File: src/rtl/sfpi_pkg.sv
package sfpi_pkg;
    // Array geometry
    localparam int ADDR_W = 20;
    localparam int PAGE_LSB = 8;
    localparam int SEC_LSB = 16;
    localparam logic [ADDR_W-1:0] TOP_ADDR = 20'hFFFFF;
    // Last bit index of each phase, then bits per clock of each read width
    localparam logic [4:0] CMD_LAST = 5'h07;
    localparam logic [4:0] ADDR_LAST = 5'h17;
    localparam logic [4:0] DUMMY_LAST = 5'h07;
    localparam logic [2:0] W_SINGLE = 3'h1;
    localparam logic [2:0] W_DUAL = 3'h2;
    localparam logic [2:0] W_QUAD = 3'h4;
    // Opcodes
    localparam logic [7:0] OP_READ = 8'h03;
    localparam logic [7:0] OP_FREAD = 8'h0B;
    localparam logic [7:0] OP_DREAD = 8'h3B;
    localparam logic [7:0] OP_QREAD = 8'h6B;
    localparam logic [7:0] OP_ER4K = 8'h20;
    localparam logic [7:0] OP_ER32K = 8'h52;
    localparam logic [7:0] OP_ER64K = 8'hD8;
    localparam logic [7:0] OP_CHIP_A = 8'h60;
    localparam logic [7:0] OP_CHIP_B = 8'hC7;
    localparam logic [7:0] OP_PROG = 8'h02;
    typedef enum logic [2:0] {
        ST_CMD = 3'b000,
        ST_ADDR = 3'b001,
        ST_DUMMY = 3'b010,
        ST_READ = 3'b011,
        ST_PROG = 3'b100,
        ST_IGNORE = 3'b101
    } sfpi_state_t;
    typedef enum logic [1:0] {
        MODE_SINGLE = 2'b00,
        MODE_DUAL = 2'b01,
        MODE_QUAD = 2'b10
    } sfpi_mode_t;
    typedef enum logic [1:0] {
        ER_4K = 2'b00,
        ER_32K = 2'b01,
        ER_64K = 2'b10,
        ER_CHIP = 2'b11
    } sfpi_erase_t;
    typedef enum logic [1:0] {
        CK_READ = 2'b00,
        CK_ERASE = 2'b01,
        CK_PROG = 2'b10
    } sfpi_kind_t;
endpackage : sfpi_pkg

File: src/rtl/sfpi_top.sv
`timescale 1ns/10ps
module sfpi_top
    import sfpi_pkg::*;
(
    input wire logic clk_i,
    input wire logic reset_i,
    input wire logic cs_n_i,
    input wire logic sck_i,
    input wire logic bidir_lane0_i,
    output logic bidir_lane0_o,
    output logic bidir_lane0_oe_o,
    input wire logic bidir_lane1_i,
    output logic bidir_lane1_o,
    output logic bidir_lane1_oe_o,
    input wire logic bidir_lane2_i,
    output logic bidir_lane2_o,
    output logic bidir_lane2_oe_o,
    input wire logic bidir_lane3_i,
    output logic bidir_lane3_o,
    output logic bidir_lane3_oe_o,
    input wire logic [7:0] rd_data_i,
    output logic [ADDR_W-1:0] rd_addr_o,
    output logic prog_we_o,
    output logic [ADDR_W-1:0] prog_addr_o,
    output logic [7:0] prog_data_o,
    output logic erase_req_o,
    output logic [1:0] erase_kind_o,
    output logic [ADDR_W-1:0] erase_addr_o,
    output logic [3:0] erase_sector_o,
    output logic wp_lock_o
);

    ////////////////////////////////////////////////////////////////
    // Alignment of an erase base address
    function automatic logic [ADDR_W-1:0] align(
        input logic [ADDR_W-1:0] a,
        input logic [1:0] k
    );
        case (k)
            ER_4K: align = {a[ADDR_W-1:12], 12'h000};
            ER_32K: align = {a[ADDR_W-1:15], 15'h0};
            ER_64K: align = {a[ADDR_W-1:SEC_LSB], 16'h0000};
            default: align = '0;
        endcase
    endfunction : align

    ////////////////////////////////////////////////////////////////
    // Two-stage synchronisers, third stage for edges
    logic [2:0] cs_q, sck_q;
    logic [1:0] d0_q, wp_q, hold_q;
    always_ff @(posedge clk_i)
    begin
        if (reset_i)
        begin
            cs_q <= 3'h7;
            sck_q <= 3'h0;
            d0_q <= 2'h0;
            wp_q <= 2'h3;
            hold_q <= 2'h3;
        end
        else
        begin
            cs_q <= {cs_q[1:0], cs_n_i};
            sck_q <= {sck_q[1:0], sck_i};
            d0_q <= {d0_q[0], bidir_lane0_i};
            wp_q <= {wp_q[0], bidir_lane2_i};
            hold_q <= {hold_q[0], bidir_lane3_i};
        end
    end

    logic sel, held_q, sck_rise, sck_fall, cs_end;
    logic quad_drv;
    assign sel = ~cs_q[1];
    assign sck_rise = sel & ~held_q & sck_q[1] & ~sck_q[2];
    assign sck_fall = sel & ~held_q & ~sck_q[1] & sck_q[2];
    assign cs_end = cs_q[1] & ~cs_q[2];
    assign quad_drv = bidir_lane2_oe_o;

    ////////////////////////////////////////////////////////////////
    // Pause: entered only while selected and clock low
    always_ff @(posedge clk_i)
    begin
        if (reset_i)
            held_q <= 1'b0;
        else if (~sel)
            held_q <= 1'b0;
        else if (quad_drv)
            held_q <= 1'b0; // Pin is our lane 3 here
        else if (~held_q & ~hold_q[1] & ~sck_q[1])
            held_q <= 1'b1;
        else if (hold_q[1])
            held_q <= 1'b0;
    end

    ////////////////////////////////////////////////////////////////
    // Freeze outlasts the lane by the synchroniser depth, else our own data leaks in
    logic [1:0] quad_seen_q;
    logic wp_frozen;
    assign wp_frozen = quad_drv | (|quad_seen_q);
    always_ff @(posedge clk_i)
    begin
        if (reset_i)
            quad_seen_q <= 2'h0;
        else
            quad_seen_q <= {quad_seen_q[0], quad_drv};
    end

    // Hardware lock level, frozen while the pin is a lane
    always_ff @(posedge clk_i)
    begin
        if (reset_i)
            wp_lock_o <= 1'b0;
        else if (~wp_frozen)
            wp_lock_o <= ~wp_q[1];
    end

    ////////////////////////////////////////////////////////////////
    // Command engine on clock rises, MSB first
    sfpi_state_t state_q;
    sfpi_mode_t mode_q;
    sfpi_kind_t kind_q;
    logic [4:0] cnt_q;
    logic [7:0] sh_q;
    logic [23:0] addr_q;
    logic [1:0] ekind_q;
    logic dummy_q, armed_q;
    logic [7:0] byte_in;
    logic [23:0] addr_in;
    assign byte_in = {sh_q[6:0], d0_q[1]};
    assign addr_in = {addr_q[22:0], d0_q[1]};

    // Self-timed work lives outside; pause never touches it
    always_ff @(posedge clk_i)
    begin
        if (reset_i | ~sel)
        begin
            state_q <= ST_CMD;
            mode_q <= MODE_SINGLE;
            kind_q <= CK_READ;
            cnt_q <= '0;
            sh_q <= '0;
            addr_q <= '0;
            ekind_q <= ER_4K;
            dummy_q <= 1'b0;
            armed_q <= 1'b0;
            prog_we_o <= 1'b0;
        end
        else
        begin
            prog_we_o <= 1'b0;
            if (sck_rise)
            begin
                cnt_q <= cnt_q + 5'h01;
                sh_q <= byte_in;
                case (state_q)
                    ST_CMD:
                    begin
                        if (cnt_q == CMD_LAST)
                        begin
                            cnt_q <= '0;
                            state_q <= ST_ADDR;
                            case (byte_in)
                                OP_READ: kind_q <= CK_READ;
                                OP_FREAD:
                                begin
                                    kind_q <= CK_READ;
                                    dummy_q <= 1'b1;
                                end
                                OP_DREAD:
                                begin
                                    kind_q <= CK_READ;
                                    dummy_q <= 1'b1;
                                    mode_q <= MODE_DUAL;
                                end
                                OP_QREAD:
                                begin
                                    kind_q <= CK_READ;
                                    dummy_q <= 1'b1;
                                    mode_q <= MODE_QUAD;
                                end
                                OP_ER4K:
                                begin
                                    kind_q <= CK_ERASE;
                                    ekind_q <= ER_4K;
                                end
                                OP_ER32K:
                                begin
                                    kind_q <= CK_ERASE;
                                    ekind_q <= ER_32K;
                                end
                                OP_ER64K:
                                begin
                                    kind_q <= CK_ERASE;
                                    ekind_q <= ER_64K;
                                end
                                OP_CHIP_A, OP_CHIP_B:
                                begin
                                    ekind_q <= ER_CHIP;
                                    armed_q <= 1'b1;
                                    state_q <= ST_IGNORE;
                                end
                                OP_PROG: kind_q <= CK_PROG;
                                default: state_q <= ST_IGNORE;
                            endcase
                        end
                    end
                    ST_ADDR:
                    begin
                        addr_q <= addr_in;
                        if (cnt_q == ADDR_LAST)
                        begin
                            cnt_q <= '0;
                            case (kind_q)
                                CK_READ: state_q <= dummy_q ? ST_DUMMY : ST_READ;
                                CK_ERASE:
                                begin
                                    armed_q <= 1'b1;
                                    state_q <= ST_IGNORE;
                                end
                                default: state_q <= ST_PROG;
                            endcase
                        end
                    end
                    ST_DUMMY:
                    begin
                        if (cnt_q == DUMMY_LAST)
                            state_q <= ST_READ;
                    end
                    ST_PROG:
                    begin
                        if (cnt_q == CMD_LAST)
                        begin
                            cnt_q <= '0;
                            prog_we_o <= 1'b1;
                            prog_data_o <= byte_in;
                            // Offset wraps, page stays put
                            prog_addr_o <= addr_q[ADDR_W-1:0];
                            addr_q[PAGE_LSB-1:0] <= addr_q[PAGE_LSB-1:0] + 8'h01;
                        end
                    end
                    default: cnt_q <= '0;
                endcase
            end
        end
    end

    ////////////////////////////////////////////////////////////////
    // Erase request at the end of the operation
    always_ff @(posedge clk_i)
    begin
        if (reset_i)
        begin
            erase_req_o <= 1'b0;
            erase_kind_o <= ER_4K;
            erase_addr_o <= '0;
            erase_sector_o <= '0;
        end
        else
        begin
            erase_req_o <= cs_end & armed_q;
            if (cs_end & armed_q)
            begin
                erase_kind_o <= ekind_q;
                erase_addr_o <= align(addr_q[ADDR_W-1:0], ekind_q);
                erase_sector_o <= addr_q[ADDR_W-1:SEC_LSB];
            end
        end
    end

    ////////////////////////////////////////////////////////////////
    // Read path: lanes update on clock falls only
    logic [7:0] cur_byte, out_q;
    logic [2:0] pos_q, step;
    assign cur_byte = (pos_q == 3'h0) ? rd_data_i : out_q;
    always_comb
    begin
        case (mode_q)
            MODE_DUAL: step = W_DUAL;
            MODE_QUAD: step = W_QUAD;
            default: step = W_SINGLE;
        endcase
    end

    // Enables kept apart from the pins so a pause can mask and restore them
    logic [3:0] en_q, en_d;
    always_comb
    begin
        en_d = en_q;
        if (sck_fall & (state_q == ST_READ))
            en_d = {mode_q == MODE_QUAD, mode_q == MODE_QUAD, 1'b1, mode_q != MODE_SINGLE};
    end

    always_ff @(posedge clk_i)
    begin
        if (reset_i | ~sel)
        begin
            en_q <= 4'h0;
            bidir_lane0_oe_o <= 1'b0;
            bidir_lane1_oe_o <= 1'b0;
            bidir_lane2_oe_o <= 1'b0;
            bidir_lane3_oe_o <= 1'b0;
        end
        else
        begin
            en_q <= en_d;
            // Pause releases the pins; on resume the held bit is driven again
            bidir_lane0_oe_o <= en_d[0] & ~held_q;
            bidir_lane1_oe_o <= en_d[1] & ~held_q;
            bidir_lane2_oe_o <= en_d[2] & ~held_q;
            bidir_lane3_oe_o <= en_d[3] & ~held_q;
        end
    end

    always_ff @(posedge clk_i)
    begin
        if (reset_i)
        begin
            bidir_lane0_o <= 1'b0;
            bidir_lane1_o <= 1'b0;
            bidir_lane2_o <= 1'b0;
            bidir_lane3_o <= 1'b0;
            out_q <= '0;
            pos_q <= '0;
            rd_addr_o <= '0;
        end
        else if (~sel)
            pos_q <= '0;
        else if ((state_q == ST_ADDR) & sck_rise)
            rd_addr_o <= addr_in[ADDR_W-1:0]; // Dummy clocks must not shift it
        else if (sck_fall & (state_q == ST_READ))
        begin
            case (mode_q)
                MODE_DUAL:
                begin
                    bidir_lane1_o <= cur_byte[7];
                    bidir_lane0_o <= cur_byte[6];
                end
                MODE_QUAD:
                begin
                    bidir_lane3_o <= cur_byte[7];
                    bidir_lane2_o <= cur_byte[6];
                    bidir_lane1_o <= cur_byte[5];
                    bidir_lane0_o <= cur_byte[4];
                end
                default: bidir_lane1_o <= cur_byte[7];
            endcase
            out_q <= cur_byte << step;
            pos_q <= pos_q + step;
            if (pos_q + step == 3'h0)
                rd_addr_o <= rd_addr_o + 20'h00001; // Wraps past top
        end
    end
endmodule : sfpi_top

File: config.mk
export PLATFORM = sky130hd
export DESIGN_NAME = sfpi_top
export DESIGN_NICKNAME = d
export VERILOG_FILES = /design/src/rtl/sfpi_pkg.sv /design/src/rtl/sfpi_top.sv
export SDC_FILE = /design/constraint.sdc
export NUM_CORES = 1
export LEC_CHECK = 0
export ABC_AREA = 1
export ABC_CLOCK_PERIOD_IN_PS = 6400
export BUFFER_PORTS_ARGS = -buffer_cell sky130_fd_sc_hd__clkbuf_2
export CORE_MARGIN = 2
export CORE_UTILIZATION = 55
export DETAILED_ROUTE_END_ITERATION = 10
export HOLD_SLACK_MARGIN = 0.15
export PLACE_DENSITY = 0.86
export SLEW_MARGIN = 5
export SYNTH_ARGS = -nofsm -noshare
export SYNTH_HDL_FRONTEND = slang
export SYNTH_SLANG_ARGS = --single-unit
export TNS_END_PERCENT = 1
File: constraint.sdc
create_clock -name clk_i -period 6.4 [get_ports clk_i]
set_clock_uncertainty 0.15 [all_clocks]
set_input_delay 0.96 -clock clk_i [delete_from_list [all_inputs] [get_ports clk_i]]
set_output_delay 0.96 -clock clk_i [all_outputs]
set_load 0.01 [all_outputs]
; ---- Word level (Yosys, flattened, before mapping)
; Cells that the tools add are included.
[op_classes]
n_addsub = 4
multipliers = 0
div_mod_pow = 0
magnitude_cmp = 0
eq_ne = 27
shift = 1
n_mux = 32
n_bitwise = 28
n_reduce_logical = 40
[op_table]
columns = cell, n
row1 = $mux W20, 3
row2 = $pmux W20 S3, 1
row3 = $reduce_and A4 Y1, 7
row4 = $eq A8 B7 Y1 const B, 3
row5 = $add A20 B1 Y20 const B, 1
row6 = $eq A8 B2 Y1 const B, 2
row7 = $eq A8 B6 Y1 const B, 2
row8 = $eq A8 B8 Y1 const B, 2
row9 = $mux W8, 2
row10 = $pmux W8 S2, 1
row11 = $reduce_bool A2 Y1, 8
row12 = $and A1 B1 Y1, 15
row13 = $pmux W5 S3, 1
row14 = $mux W3, 4
row15 = $pmux W3 S2, 2
row16 = $reduce_or A3 Y1, 4
row17 = $not A1 Y1, 11
row18 = $mux W5, 2
row19 = $ne A2 B2 Y1 const B, 5
row20 = $logic_not A3 Y1, 3
row21 = $mux W1, 9
row22 = $pmux W3 S3, 1
row23 = $reduce_and A3 Y1, 3
row24 = $add A8 B1 Y8 const B, 1
row25 = other kinds (27), 39
[totals]
reg_bits = 158
latchBits = 0
ram_bits = 0
romBits = 0
input_bits = 16
word_cells = 169
memories = 0

; ---- Longest topological paths before layout
; Gate-level depths: netlist (run 1).
[depth]
ltp_word = 7
ltp_mapped = 17
mapped_depth_nobuf = 16

; ---- Worst setup path after synthesis (run 1)
; No wires, ideal clock.
[synth_path]
path_kind = input -> register
startpoint = input port reset_i
endpoint = register prog_addr_o[0] (enable)
arrival_time_ns = 2.546
required_time_ns = 5.837
setup_slack_ns = 3.292
cell_stages = 3
path_buffers = 2
cell_sequence = clkbuf_1 clkbuf_1 nor2_1
[synth_via]
elab_chain_cells = 3
[synth_rtl]
columns = element, line
row1 = start: declaration, sfpi_top.sv:6  ; input wire logic reset_i,
row2 = $or A1 B1 Y1, sfpi_top.sv:135  ; if (reset_i | ~sel)
row3 = $not A1 Y1 (no source line), -
row4 = $reduce_and A4 Y1 (no source line), -
row5 = end signal: assignment, sfpi_top.sv:237  ; prog_addr_o <= addr_q[ADDR_W-1:0];
row6 = end: declaration, sfpi_top.sv:24  ; output logic [ADDR_W-1:0] prog_addr_o,
; Every way passes these cells.
; A chain may end at the register's enable or synchronous reset.

; ---- Worst setup path after layout (run 1)
[layout_path]
startpoint = register mode_q[1]
endpoint = register rd_addr_o[17]
[layout_via]
elab_chain_cells = 6
[layout_rtl]
columns = element, line
row1 = start: declaration, sfpi_top.sv:120  ; sfpi_mode_t mode_q;
row2 = start signal: assignment, sfpi_top.sv:138  ; mode_q <= MODE_SINGLE;
row3 = start signal: assignment, sfpi_top.sv:173  ; mode_q <= MODE_DUAL;
row4 = start signal: assignment, sfpi_top.sv:179  ; mode_q <= MODE_QUAD;
row5 = $eq A2 B2 Y1 or $eq A2 B1 Y1 (tied branches), sfpi_top.sv:277  ; case (mode_q)
row6 = $pmux W3 S2 (*), sfpi_top.sv:277
row7 = $add A3 B3 Y3 (*), sfpi_top.sv:349  ; if (pos_q + step == 3'h0)
row8 = $logic_not A3 Y1 (*), sfpi_top.sv:349
row9 = $reduce_bool A2 Y1 (no source line) (*), -
row10 = $reduce_and A3 Y1 (no source line) (*), -
row11 = end signal: assignment, sfpi_top.sv:329  ; rd_addr_o <= addr_in[ADDR_W-1:0];
row12 = end signal: assignment, sfpi_top.sv:350  ; rd_addr_o <= rd_addr_o + 20'h00001;
row13 = end: declaration, sfpi_top.sv:22  ; output logic [ADDR_W-1:0] rd_addr_o,
; Every way passes the cells marked *; elsewhere a longest branch is shown, timed or not.

==> implementation parameters, run 1 <==
Parameter                              Value

Status
  Status ... finished clean

Critical path
  Critical Path End Type ... register
  Required time worst endpoint ... between 6 and 7 ns
  Highest net fanout along the worst path ... 26
  CP arrival ... approximately 3.5 ns
  Critical-path cell list ... inv_1 > ha_1 > clkinv_1 > ha_1 > inv_1 > fa_1 > inv_1 > or2_2 > nor2_1 > nand2_1 > nand2_4 > inv_2 > nor2_1 > a21oi_1
  Cell with the largest stage delay on the worst path ... ha_1
  Crit start category ... register
  Worst path most repeated cell ... inv_1
  Peak per-stage delay on the critical path ... 0.49 ns
  Type of the worst setup path ... reg -> reg

Synth
  Share of the synthesized area in the top cell type ... a little over a third
  Post-synth cell types ... 43
  Top cells by count, synth ... nand2_1 (215), dfxtp_1 (118), inv_1 (88)
  Mean cell area of the mapped netlist ... about 7.6 um^2
  Post-synthesis register bit count ... around 150
  Count of flip-flops with a built-in enable after synthesis ... 28
  Leading cell types by total area after synthesis ... dfxtp_1 (35%), edfxtp_1 (13%), nand2_1 (12%), nand3_1 (5.8%), a21oi_1 (5.3%)
  Most used standard cell by instance count after synthesis ... nand2_1
  Count of warnings emitted by yosys ... 0
  Main flop type after synthesis ... dfxtp_1
  Proportion of synthesized chip area in sequential cells ... a little under half
  Cell type with the highest aggregate area in the netlist ... dfxtp_1
  Cells after synthesis ... roughly 890
  Fraction of registers with async set/reset ... 0%
  Syn Std Cell Area ... approximately 6700 um^2

Route
  Drt pass-1 iters ... 6
  Total wire length ... between 15000 and 20000 um
  Final ANT Viol Nets ... 0
  WL/cell ... between 10 and 15 um
  Vias per std cell ... between 5 and 6
  Remaining design rule violation count ... 0
  Vias after detailed routing ... 6036
  Number of DRC markers in iteration 0 ... approximately 700

Power
  Combinational share of power ... under 10%
  Part of the power in the clock network ... 49.1%
  Power density of the placed cells ... 247 nW/um^2
  Switching power share of the total ... roughly 21%
  Switching Power ... between 0.3 and 0.4 mW
  Total leakage power ... 3.18 nW
  Maximum vdd ir drop ... 0.156 mV
  Int Power ... 1.51 mW
  Portion of total power attributed to sequential cells ... 49.2%

Finish
  Footprint of the multi-input gates ... around 3000 um^2
  Reg area ... about 3200 um^2
  Fill cell total of the finished layout ... 980
  Area growth from synthesis to layout ... 15.1%
  Share of final-layout standard cells stronger than drive strength 1 ... between 10% and 20%
  Final Util ... 64.6%
  Antenna cell count ... 0
  Final layout net count ... between 900 and 1000

Timing
  Final-report max-slew violation count ... 0
  Setup repair after global routing missed its margin ... false
  Slew @ Worst Pin ... roughly 0.84 ns
  Summed negative setup slack over all endpoints ... 0 ns
  Final worst-path cycle share ... roughly 52%
  Final hold vios ... 0
  Final number of setup-violating endpoints ... 0
  Fin crit period ... approximately 3.3 ns
  Slew headroom ... around 44%
  F_max ... 0.301 GHz

Floorplanning
  Total die area ... roughly 13000 um^2
  Initial Util ... a little under three fifths
  Die height ... between 100 and 150 um
  Die X ... 114 um
  Top-level port count ... around 100
  Core outline area ... about 12000 um^2
  Standard-cell rows ... 40

Hold path
  Kind of path behind the tightest hold check ... reg -> reg

Global routing
  Via count of the first global-routing pass ... ~5300
  First-pass GRT wire length ... between 20000 and 25000 um
  Leftover overflow at the end of global routing ... 0
  GRT Util Overall ... a little under a quarter
  Initial antenna violation count ... 0
  Maximum number of pins on one net before global-route repair ... a little over 40

CTS
  Reg clk slew, reported paths ... 0.06 ns
  Longest Clk Path Bufs ... 2
  Number of buffers created by CTS ... 17
  Clock root buffer ... clkbuf_16
  Number of hold buffers added after cts ... 0
  TritonCTS clock tree ... built
  H-tree depth ... 4
  Setup repair bufs after CTS ... 0
  Quantity of gates resized following cts ... 0
  Clock latency reported for the late side of the worst-skew pair ... 0.43 ns
  Sinks on the clock net ... ~150

Place
  Total of buffers placed on input and output ports ... 87
  Final weighted congestion of routability-driven global placement ... slightly above 0.9
  DP HPWL ... a little over 10000 um

Job
  Number of max-capacitance violations reported ... 0
[area by class of cell]
| class | instances | share of cell area (%) |
|---|---|---|
| clock inverters | 8 | 1.00 |
| clock buffers | 23 | 6.20 |
| inverters | 96 | 4.70 |
| flip-flops and latches | 146 | 41.5 |
| repair buffers | 91 | 6.02 |
| multi-input cells | 617 | 38.2 |
| well taps | 147 | 2.38 |
[flip-flops by register name, summed over array words and instances, names as in the netlist, 4 cells and up]
| name | count |
|---|---|
| addr_q | 20 |
| prog_addr_o | 20 |
| rd_addr_o | 20 |
| erase_addr_o | 8 |
| out_q | 8 |
| prog_data_o | 8 |
| sh_q | 7 |
| cnt_q | 5 |
| en_q | 4 |
| erase_sector_o | 4 |
[metrics by stage]
step / setup slack, ns / power, mW / hold WS, ns / cell area [um^2] / cells
finish: 3.08 / 1.91 / 0.244 / 7730 / 1128
floorplan: 3.29 / 0.986 / 0.225 / 6750 / 900
CTS: 3.09 / 1.91 / 0.248 / 7730 / 1128
global route: 2.80 / 1.96 / 0.270 / 7730 / 1128
detailed placement: 3.12 / 0.991 / 0.237 / 7170 / 1097
global placement: 3.18 / 0.990 / 0.229 / 7170 / 1097
[placed cells by master, fill, tap and decap left out, types with 5 or more instances in the layout]
cell type	synthesis	layout
nand2_1	215	215
dfxtp_1	118	118
inv_1	88	88
clkbuf_2	1	87
nor2_1	87	86
nand3_1	78	78
a21oi_1	71	71
o21ai_0	53	53
edfxtp_1	28	28
clkbuf_16	0	18
o21ai_1	17	17
nor3_1	14	14
or2_2	12	12
conb_1	1	12
a31oi_1	7	7
ha_1	7	7
nor2_4	6	6
nand3b_1	5	5
[critical path: cells and delay by family (launching register included)]
family / cells / cell delay, ns
AO/OA/AOI/OAI: 1 / 0.14
adder cells (fa/ha/maj): 3 / 1.16
buffers and inverters: 5 / 0.87
flip-flops: 1 / 0.39
AND/OR/NAND/NOR: 5 / 0.54
[per-layer routing]
| metal | global-route usage (%) | routed length [um] | vias to the layer above |
|---|---|---|---|
| li1 | - | - | 3041 |
| met1 | 31.0 | 6660 | 2743 |
| met2 | 38.4 | 7200 | 222 |
| met3 | 4.98 | 925 | 30 |
| met4 | 9.27 | 355 | 0 |
| met5 | 0 | 0 | - |
[cell families (layout without fill, tap and decap cells)]
group | Yosys count | count (layout) | share of synthesized area (%)
buffers and inverters | 137 | 218 | 8.93
adder cells (fa/ha/maj) | 8 | 8 | 1.60
other | 1 | 12 | 0.0559
AND/OR/NAND/NOR | 434 | 434 | 28.7
AO/OA/AOI/OAI | 156 | 156 | 12.1
XOR/XNOR | 7 | 7 | 0.913
flip-flops | 146 | 146 | 47.7
[path summary, 6_finish.rpt]
path / from / end / slack (ns) / depth (start not counted)
setup reg to reg: mode_q[1]$_SDFFE_PP0P_ / rd_addr_o[17]$_SDFFE_PP0P_ / 3.08 / 14
setup / recovery: mode_q[1]$_SDFFE_PP0P_ / rd_addr_o[17]$_SDFFE_PP0P_ / 3.08 / 14
hold / removal: hold_q[1]$_SDFF_PP1_ / held_q$_SDFFE_PP0P_ / 0.24 / 1
hold reg to reg: hold_q[1]$_SDFF_PP1_ / held_q$_SDFFE_PP0P_ / 0.24 / 1
[power groups by stage]
stage,clock [mW],combinational [mW],sequential [mW]
finish,0.937,0.0334,0.938
global route,0.988,0.0374,0.938
CTS,0.941,0.0329,0.939
detailed placement,0,0.0327,0.958
global placement,0,0.0322,0.958
floorplan,0,0.0276,0.958
Power figures use the tool's default switching activity.
==> run 2: changes to the inputs <==
Settings changed: ABC_CLOCK_PERIOD_IN_PS 6400 to 3250.
Clock period 6.4 ns to 3.25 ns, I/O delays scaled along.
==> implementation parameters, run 2 (synthesis gave the netlist of run 1 again) <==
Parameter                              Value

Job
  Number of max-capacitance violations reported ... 0 (unchanged)

Global routing
  Maximum number of pins on one net before global-route repair ... 37 (-9.8%)
  Initial antenna violation count ... 0 (unchanged)
  GRT Util Overall ... 24.5% (+0.89 points)
  Via count of the first global-routing pass ... 5627 (+6.3%)
  First-pass GRT wire length ... 25600 um (+3.3%)
  Leftover overflow at the end of global routing ... 0 (unchanged)

Finish
  Top flop regs ... addr_q: 20 flops, prog_addr_o: 20 flops, rd_addr_o: 20 flops
  Reg area ... 3200 um^2 (unchanged)
  Most used cells in the layout excluding fill and tap cells ... nand2_1 (215), dfxtp_1 (118), inv_1 (88), clkbuf_2 (87), nor2_1 (86)
  Post-Layout Cell Count ... 1139 (+0.98%)
  Commonest non-fill, non-tap cell in the layout ... nand2_1
  Fill cell total of the finished layout ... 968 (-1.2%)
  Final layout net count ... 1003 (+1.0%)
  Share of final-layout standard cells stronger than drive strength 1 ... 16.3% (+0.63 points)
  Antenna cell count ... 0 (unchanged)
  Footprint of the multi-input gates ... 2950 um^2 (unchanged)
  Area growth from synthesis to layout ... 18.1%

Place
  Total instance count after detailed placement ... 1102 (+0.46%)
  DP HPWL ... 10300 um (+2.3%)
  Final weighted congestion of routability-driven global placement ... 0.924 (+0.81%)
  Total of buffers placed on input and output ports ... 87 (unchanged)
  Setup WS pre-CTS ... 0.387 ns (-2.73 ns)

Status
  Status ... finished clean

Floorplanning
  Standard-cell rows ... 40 (unchanged)
  Die X ... 114 um (unchanged)
  Core outline area ... 12000 um^2 (unchanged)
  Top-level port count ... 101 (unchanged)
  Total die area ... 13100 um^2 (unchanged)
  Die height ... 114 um (unchanged)
  Initial Util ... 56.1% (unchanged)

Timing
  Setup repair after global routing missed its margin ... false
  Final worst-path cycle share ... 89.5% (+38 points)
  F_max ... 0.344 GHz (+14%)
  Final-report max-slew violation count ... 0 (unchanged)
  Fin crit period ... 2.91 ns (-0.410 ns)
  Slew headroom ... 47.0% (+3.0 points)
  Slew @ Worst Pin ... 0.794 ns (-0.0414 ns)
  WHS ... 0.250 ns (+0.00563 ns)
  Final number of setup-violating endpoints ... 0 (unchanged)
  Summed negative setup slack over all endpoints ... 0 ns (unchanged)
  Final hold vios ... 0 (unchanged)
  Final worst slack ... 0.341 ns (-2.74 ns)

CTS
  Longest Clk Path Bufs ... 2 (unchanged)
  Number of hold buffers added after cts ... 5 (+5)
  Clock root buffer ... clkbuf_16
  Sinks on the clock net ... 146 (unchanged)
  TritonCTS clock tree ... built
  H-tree depth ... 4 (unchanged)
  Clock latency reported for the late side of the worst-skew pair ... 0.43 ns (about the same)
  Number of buffers created by CTS ... 17 (unchanged)
  Quantity of gates resized following cts ... 0 (unchanged)
  Reg clk slew, reported paths ... 0.06 ns (about the same)
  Setup repair bufs after CTS ... 0 (unchanged)

Power
  Total leakage power ... 3.28 nW (+3.2%)
  Power consumption ... 4.06 mW (+110%)
  Maximum vdd ir drop ... 0.341 mV (+120%)
  Power density of the placed cells ... 512 nW/um^2 (+110%)

Critical path
  Required time worst endpoint ... 3.45 ns (-3.16 ns)
  Crit start category ... register
  CP arrival ... 3.11 ns (-0.42 ns)
  Type of the worst setup path ... reg -> reg
  Critical Path End Type ... register
  Highest net fanout along the worst path ... 17 (-35%)

Route
  Drt pass-1 iters ... 9 (+3)
  WL/cell ... 13.8 um (+3.1%)
  Total wire length ... 15800 um (+4.1%)
  Final ANT Viol Nets ... 0 (unchanged)
  Vias per std cell ... 5.41 (+1.1%)
  Remaining design rule violation count ... 0 (unchanged)
  Vias after detailed routing ... 6162 (+2.1%)
  Number of DRC markers in iteration 0 ... 619 (-9.6%)

Hold path
  Kind of path behind the tightest hold check ... reg -> reg
[run 2: final timing paths]
kind,startpoint,to,slack (ns),depth (start not counted)
max,mode_q[1]$_SDFFE_PP0P_,rd_addr_o[7]$_SDFFE_PP0P_,0.34,12
min,d0_q[0]$_SDFF_PP0_,d0_q[1]$_SDFF_PP0_,0.25,2
max reg2reg,mode_q[1]$_SDFFE_PP0P_,rd_addr_o[7]$_SDFFE_PP0P_,0.34,12
min reg2reg,d0_q[0]$_SDFF_PP0_,d0_q[1]$_SDFF_PP0_,0.25,2
[run 2: metal layers]
metal / wire [um] / global-route usage, % / vias to the layer above
met5: 0 / 0 / -
met4: 459 / 11.1 / 0
met3: 945 / 5.35 / 38
met2: 7570 / 41.1 / 237
met1: 6800 / 30.4 / 2833
li1: - / - / 3054
[run 2: layout make-up]
cell class,count,share of cell area (%)
clock buffers,27,7.42
clock inverters,5,1.03
repair buffers,101,6.98
well taps,147,2.32
flip-flops and latches,146,40.4
multi-input cells,617,37.3
inverters,96,4.58
[run 2: power breakdown]
group          switching, mW  leakage [nW]  internal, mW
sequential           0.00307          1.21          1.85
combinational         0.0464          1.74        0.0238
clock                  0.741         0.326          1.40
total                  0.790          3.28          3.27
[run 2: critical path, cell delays in order (launching register included)]
cell	delay, ns
dfxtp_1	0.32
inv_1	0.08
ha_1	0.31
inv_1	0.26
fa_1	0.55
inv_1	0.04
or2_2	0.26
nor2_1	0.10
nand2_1	0.12
nand2_4	0.19
buf_4	0.21
o21ai_1	0.07
a21oi_1	0.17
[run 2: metrics by stage]
stage                     cell area (um^2)  utilization (%)
after CTS                             7930             66.3
after detailed placement              7210             60.3
final                                 7930             66.3
after floorplan                       6750                -
after global routing                  7930             66.3
after global placement                7210             60.3
==> run 3: changes to the inputs <==
Settings changed: ABC_CLOCK_PERIOD_IN_PS 3250 to 2900.
Clock period 3.25 ns to 2.9 ns, I/O delays scaled along.
==> implementation parameters, run 3 (synthesis gave the netlist of run 1 again) <==
Parameter                              Value

Global routing
  Via count of the first global-routing pass ... 5626 (-0.018%)
  Maximum number of pins on one net before global-route repair ... 37 (unchanged)
  GRT Util Overall ... 24.6% (+0.10 points)
  First-pass GRT wire length ... 25700 um (+0.41%)
  Leftover overflow at the end of global routing ... 0 (unchanged)
  Initial antenna violation count ... 0 (unchanged)

Place
  Setup WS pre-CTS ... 0.167 ns (-0.220 ns)
  Final weighted congestion of routability-driven global placement ... 0.919 (-0.52%)
  Total of buffers placed on input and output ports ... 87 (unchanged)
  DP HPWL ... 10500 um (+1.7%)

Route
  Total wire length ... 15600 um (-0.93%)
  Number of DRC markers in iteration 0 ... 564 (-8.9%)
  Vias per std cell ... 5.40 (-0.18%)
  Final ANT Viol Nets ... 0 (unchanged)
  Drt pass-1 iters ... 8 (-1)
  Remaining design rule violation count ... 0 (unchanged)
  WL/cell ... 13.7 um (-1.2%)
  Vias after detailed routing ... 6167 (+0.081%)

Power
  Power density of the placed cells ... 557 nW/um^2 (+8.9%)
  Maximum vdd ir drop ... 0.387 mV (+13%)
  Total leakage power ... 3.27 nW (-0.23%)

Floorplanning
  Die height ... 114 um (unchanged)
  Top-level port count ... 101 (unchanged)
  Total die area ... 13100 um^2 (unchanged)
  Die X ... 114 um (unchanged)
  Initial Util ... 56.1% (unchanged)
  Core outline area ... 12000 um^2 (unchanged)
  Standard-cell rows ... 40 (unchanged)

Timing
  Fin crit period ... 2.77 ns (-0.141 ns)
  Final worst-path cycle share ... 95.5% (+5.9 points)
  Summed negative setup slack over all endpoints ... 0 ns (unchanged)
  Final worst slack ... 0.131 ns (-0.209 ns)
  F_max ... 0.361 GHz (+5.1%)
  Setup repair after global routing missed its margin ... false
  Slew headroom ... 47.8% (+0.77 points)
  Final-report max-slew violation count ... 0 (unchanged)
  Final number of setup-violating endpoints ... 0 (unchanged)
  Final hold vios ... 0 (unchanged)
  Slew @ Worst Pin ... 0.783 ns (-0.0116 ns)

Critical path
  Required time worst endpoint ... 3.10 ns (-0.35 ns)
  Reg2Reg Launch Point ... mode_q[0]$_SDFFE_PP0P_
  Internal reg-to-reg setup slack ... 0.13 ns (-0.21 ns)
  Critical Path End Type ... register
  Critical-path cell list ... inv_1 > ha_1 > clkinv_1 > ha_1 > inv_1 > fa_1 > inv_1 > or2_2 > nor2_1 > nand2_1 > nand2_4 > buf_6 > o21ai_0 > a21oi_1
  Cell depth of the worst flop-to-flop path ... 14 (+2)
  Type of the worst setup path ... reg -> reg
  Worst path most repeated cell ... inv_1
  Peak per-stage delay on the critical path ... 0.47 ns (-0.08 ns)
  Launching element of the worst setup path ... mode_q[0]$_SDFFE_PP0P_
  Terminus of the critical flop-to-flop path ... rd_addr_o[3]$_SDFFE_PP0P_
  Highest net fanout along the worst path ... 11 (-6)
  Crit start category ... register
  Cell with the largest stage delay on the worst path ... fa_1
  CP arrival ... 2.97 ns (-0.14 ns)

CTS
  Clock latency reported for the late side of the worst-skew pair ... 0.43 ns (about the same)
  TritonCTS clock tree ... built
  Number of buffers created by CTS ... 17 (unchanged)
  Longest Clk Path Bufs ... 2 (unchanged)
  Sinks on the clock net ... 146 (unchanged)
  Clock root buffer ... clkbuf_16
  Reg clk slew, reported paths ... 0.06 ns (about the same)
  H-tree depth ... 4 (unchanged)

Finish
  Commonest non-fill, non-tap cell in the layout ... nand2_1
  Final layout net count ... 1006 (+0.30%)
  Antenna cell count ... 0 (unchanged)
  Top flop regs ... addr_q: 20 flops, prog_addr_o: 20 flops, rd_addr_o: 20 flops
  Share of final-layout standard cells stronger than drive strength 1 ... 16.5% (+0.15 points)
  Most used cells in the layout excluding fill and tap cells ... nand2_1 (215), dfxtp_1 (118), inv_1 (88), clkbuf_2 (87), nor2_1 (86)
  Area growth from synthesis to layout ... 17.6%

Job
  Number of max-capacitance violations reported ... 0 (unchanged)

Hold path
  Start point of the worst hold path ... reset_i
  Cell depth of the worst hold path ... 2 (unchanged)
  Kind of path behind the tightest hold check ... in -> reg
  WHS Endpoint ... sck_q[2]$_SDFF_PP0_

Status
  Status ... finished clean
run 3: critical path, delay by kind of cell, from the launching register on:
| family | cells | cell delay, ns |
|---|---|---|
| adders and majority gates | 3 | 0.92 |
| and+or+nand+nor | 4 | 0.63 |
| buffers and inverters | 5 | 0.38 |
| DFF | 1 | 0.37 |
| AOI/OAI and AO/OA | 2 | 0.24 |
run 3: cell type report:
class | count | area (um^2)
well taps | 147 | 184
repair buffers | 104 | 583
multi-input cells | 617 | 2950
inverters | 96 | 365
clock buffers | 23 | 478
flip-flops and latches | 146 | 3200
fillers | 955 | 4070
clock inverters | 9 | 129
run 3: where the power goes:
group | leakage, nW | switching, mW | internal [mW]
Combinational | 1.76 | 0.0520 | 0.0267
Sequential | 1.21 | 0.00349 | 2.07
Clock | 0.301 | 0.831 | 1.42
run 3: worst max-delay path by stage:
stage | to | slack [ns] | cells past startpoint
global route | rd_addr_o[9]$_SDFFE_PP0P_ | 0.02 | 15
CTS | rd_addr_o[3]$_SDFFE_PP0P_ | 0.13 | 14
floorplan | prog_addr_o[0]$_DFFE_PP_ | 0.08 | 7
global placement | rd_addr_o[7]$_SDFFE_PP0P_ | 0.23 | 14
finish | rd_addr_o[3]$_SDFFE_PP0P_ | 0.13 | 14
detailed placement | rd_addr_o[3]$_SDFFE_PP0P_ | 0.17 | 14
run 3: layer usage:
metal	routed length [um]	vias to the layer above	share of wire, %	GRT usage [%]
li1	-	3063	-	-
met1	6730	2845	43	30.9
met4	400	0	2.6	11.7
met2	7510	225	48	40.6
met5	0	-	0	0
met3	984	34	6.3	5.13
run 3: timing repair:
item | 4_1_cts | 5_1_grt
endpoints found under the hold margin | 5 | 0
hold buffers | 5 | 0
endpoints found under the setup margin | 0 | 2
resized for setup | 0 | 4
buffers inserted | 0 | 0
run 3: metrics by stage:
| step | util, % | instance area [um^2] | instances | hold slack (ns) | total power, mW |
|---|---|---|---|---|---|
| after floorplan | - | 6750 | 900 | 0.225 | 2.18 |
| final | 66.0 | 7900 | 1142 | 0.190 | 4.40 |
| after detailed placement | 60.4 | 7230 | 1105 | 0.243 | 2.19 |
| after global routing | 66.0 | 7900 | 1142 | 0.210 | 4.52 |
| after global placement | 60.4 | 7230 | 1105 | 0.229 | 2.19 |
| after CTS | 65.9 | 7890 | 1142 | 0.181 | 4.40 |
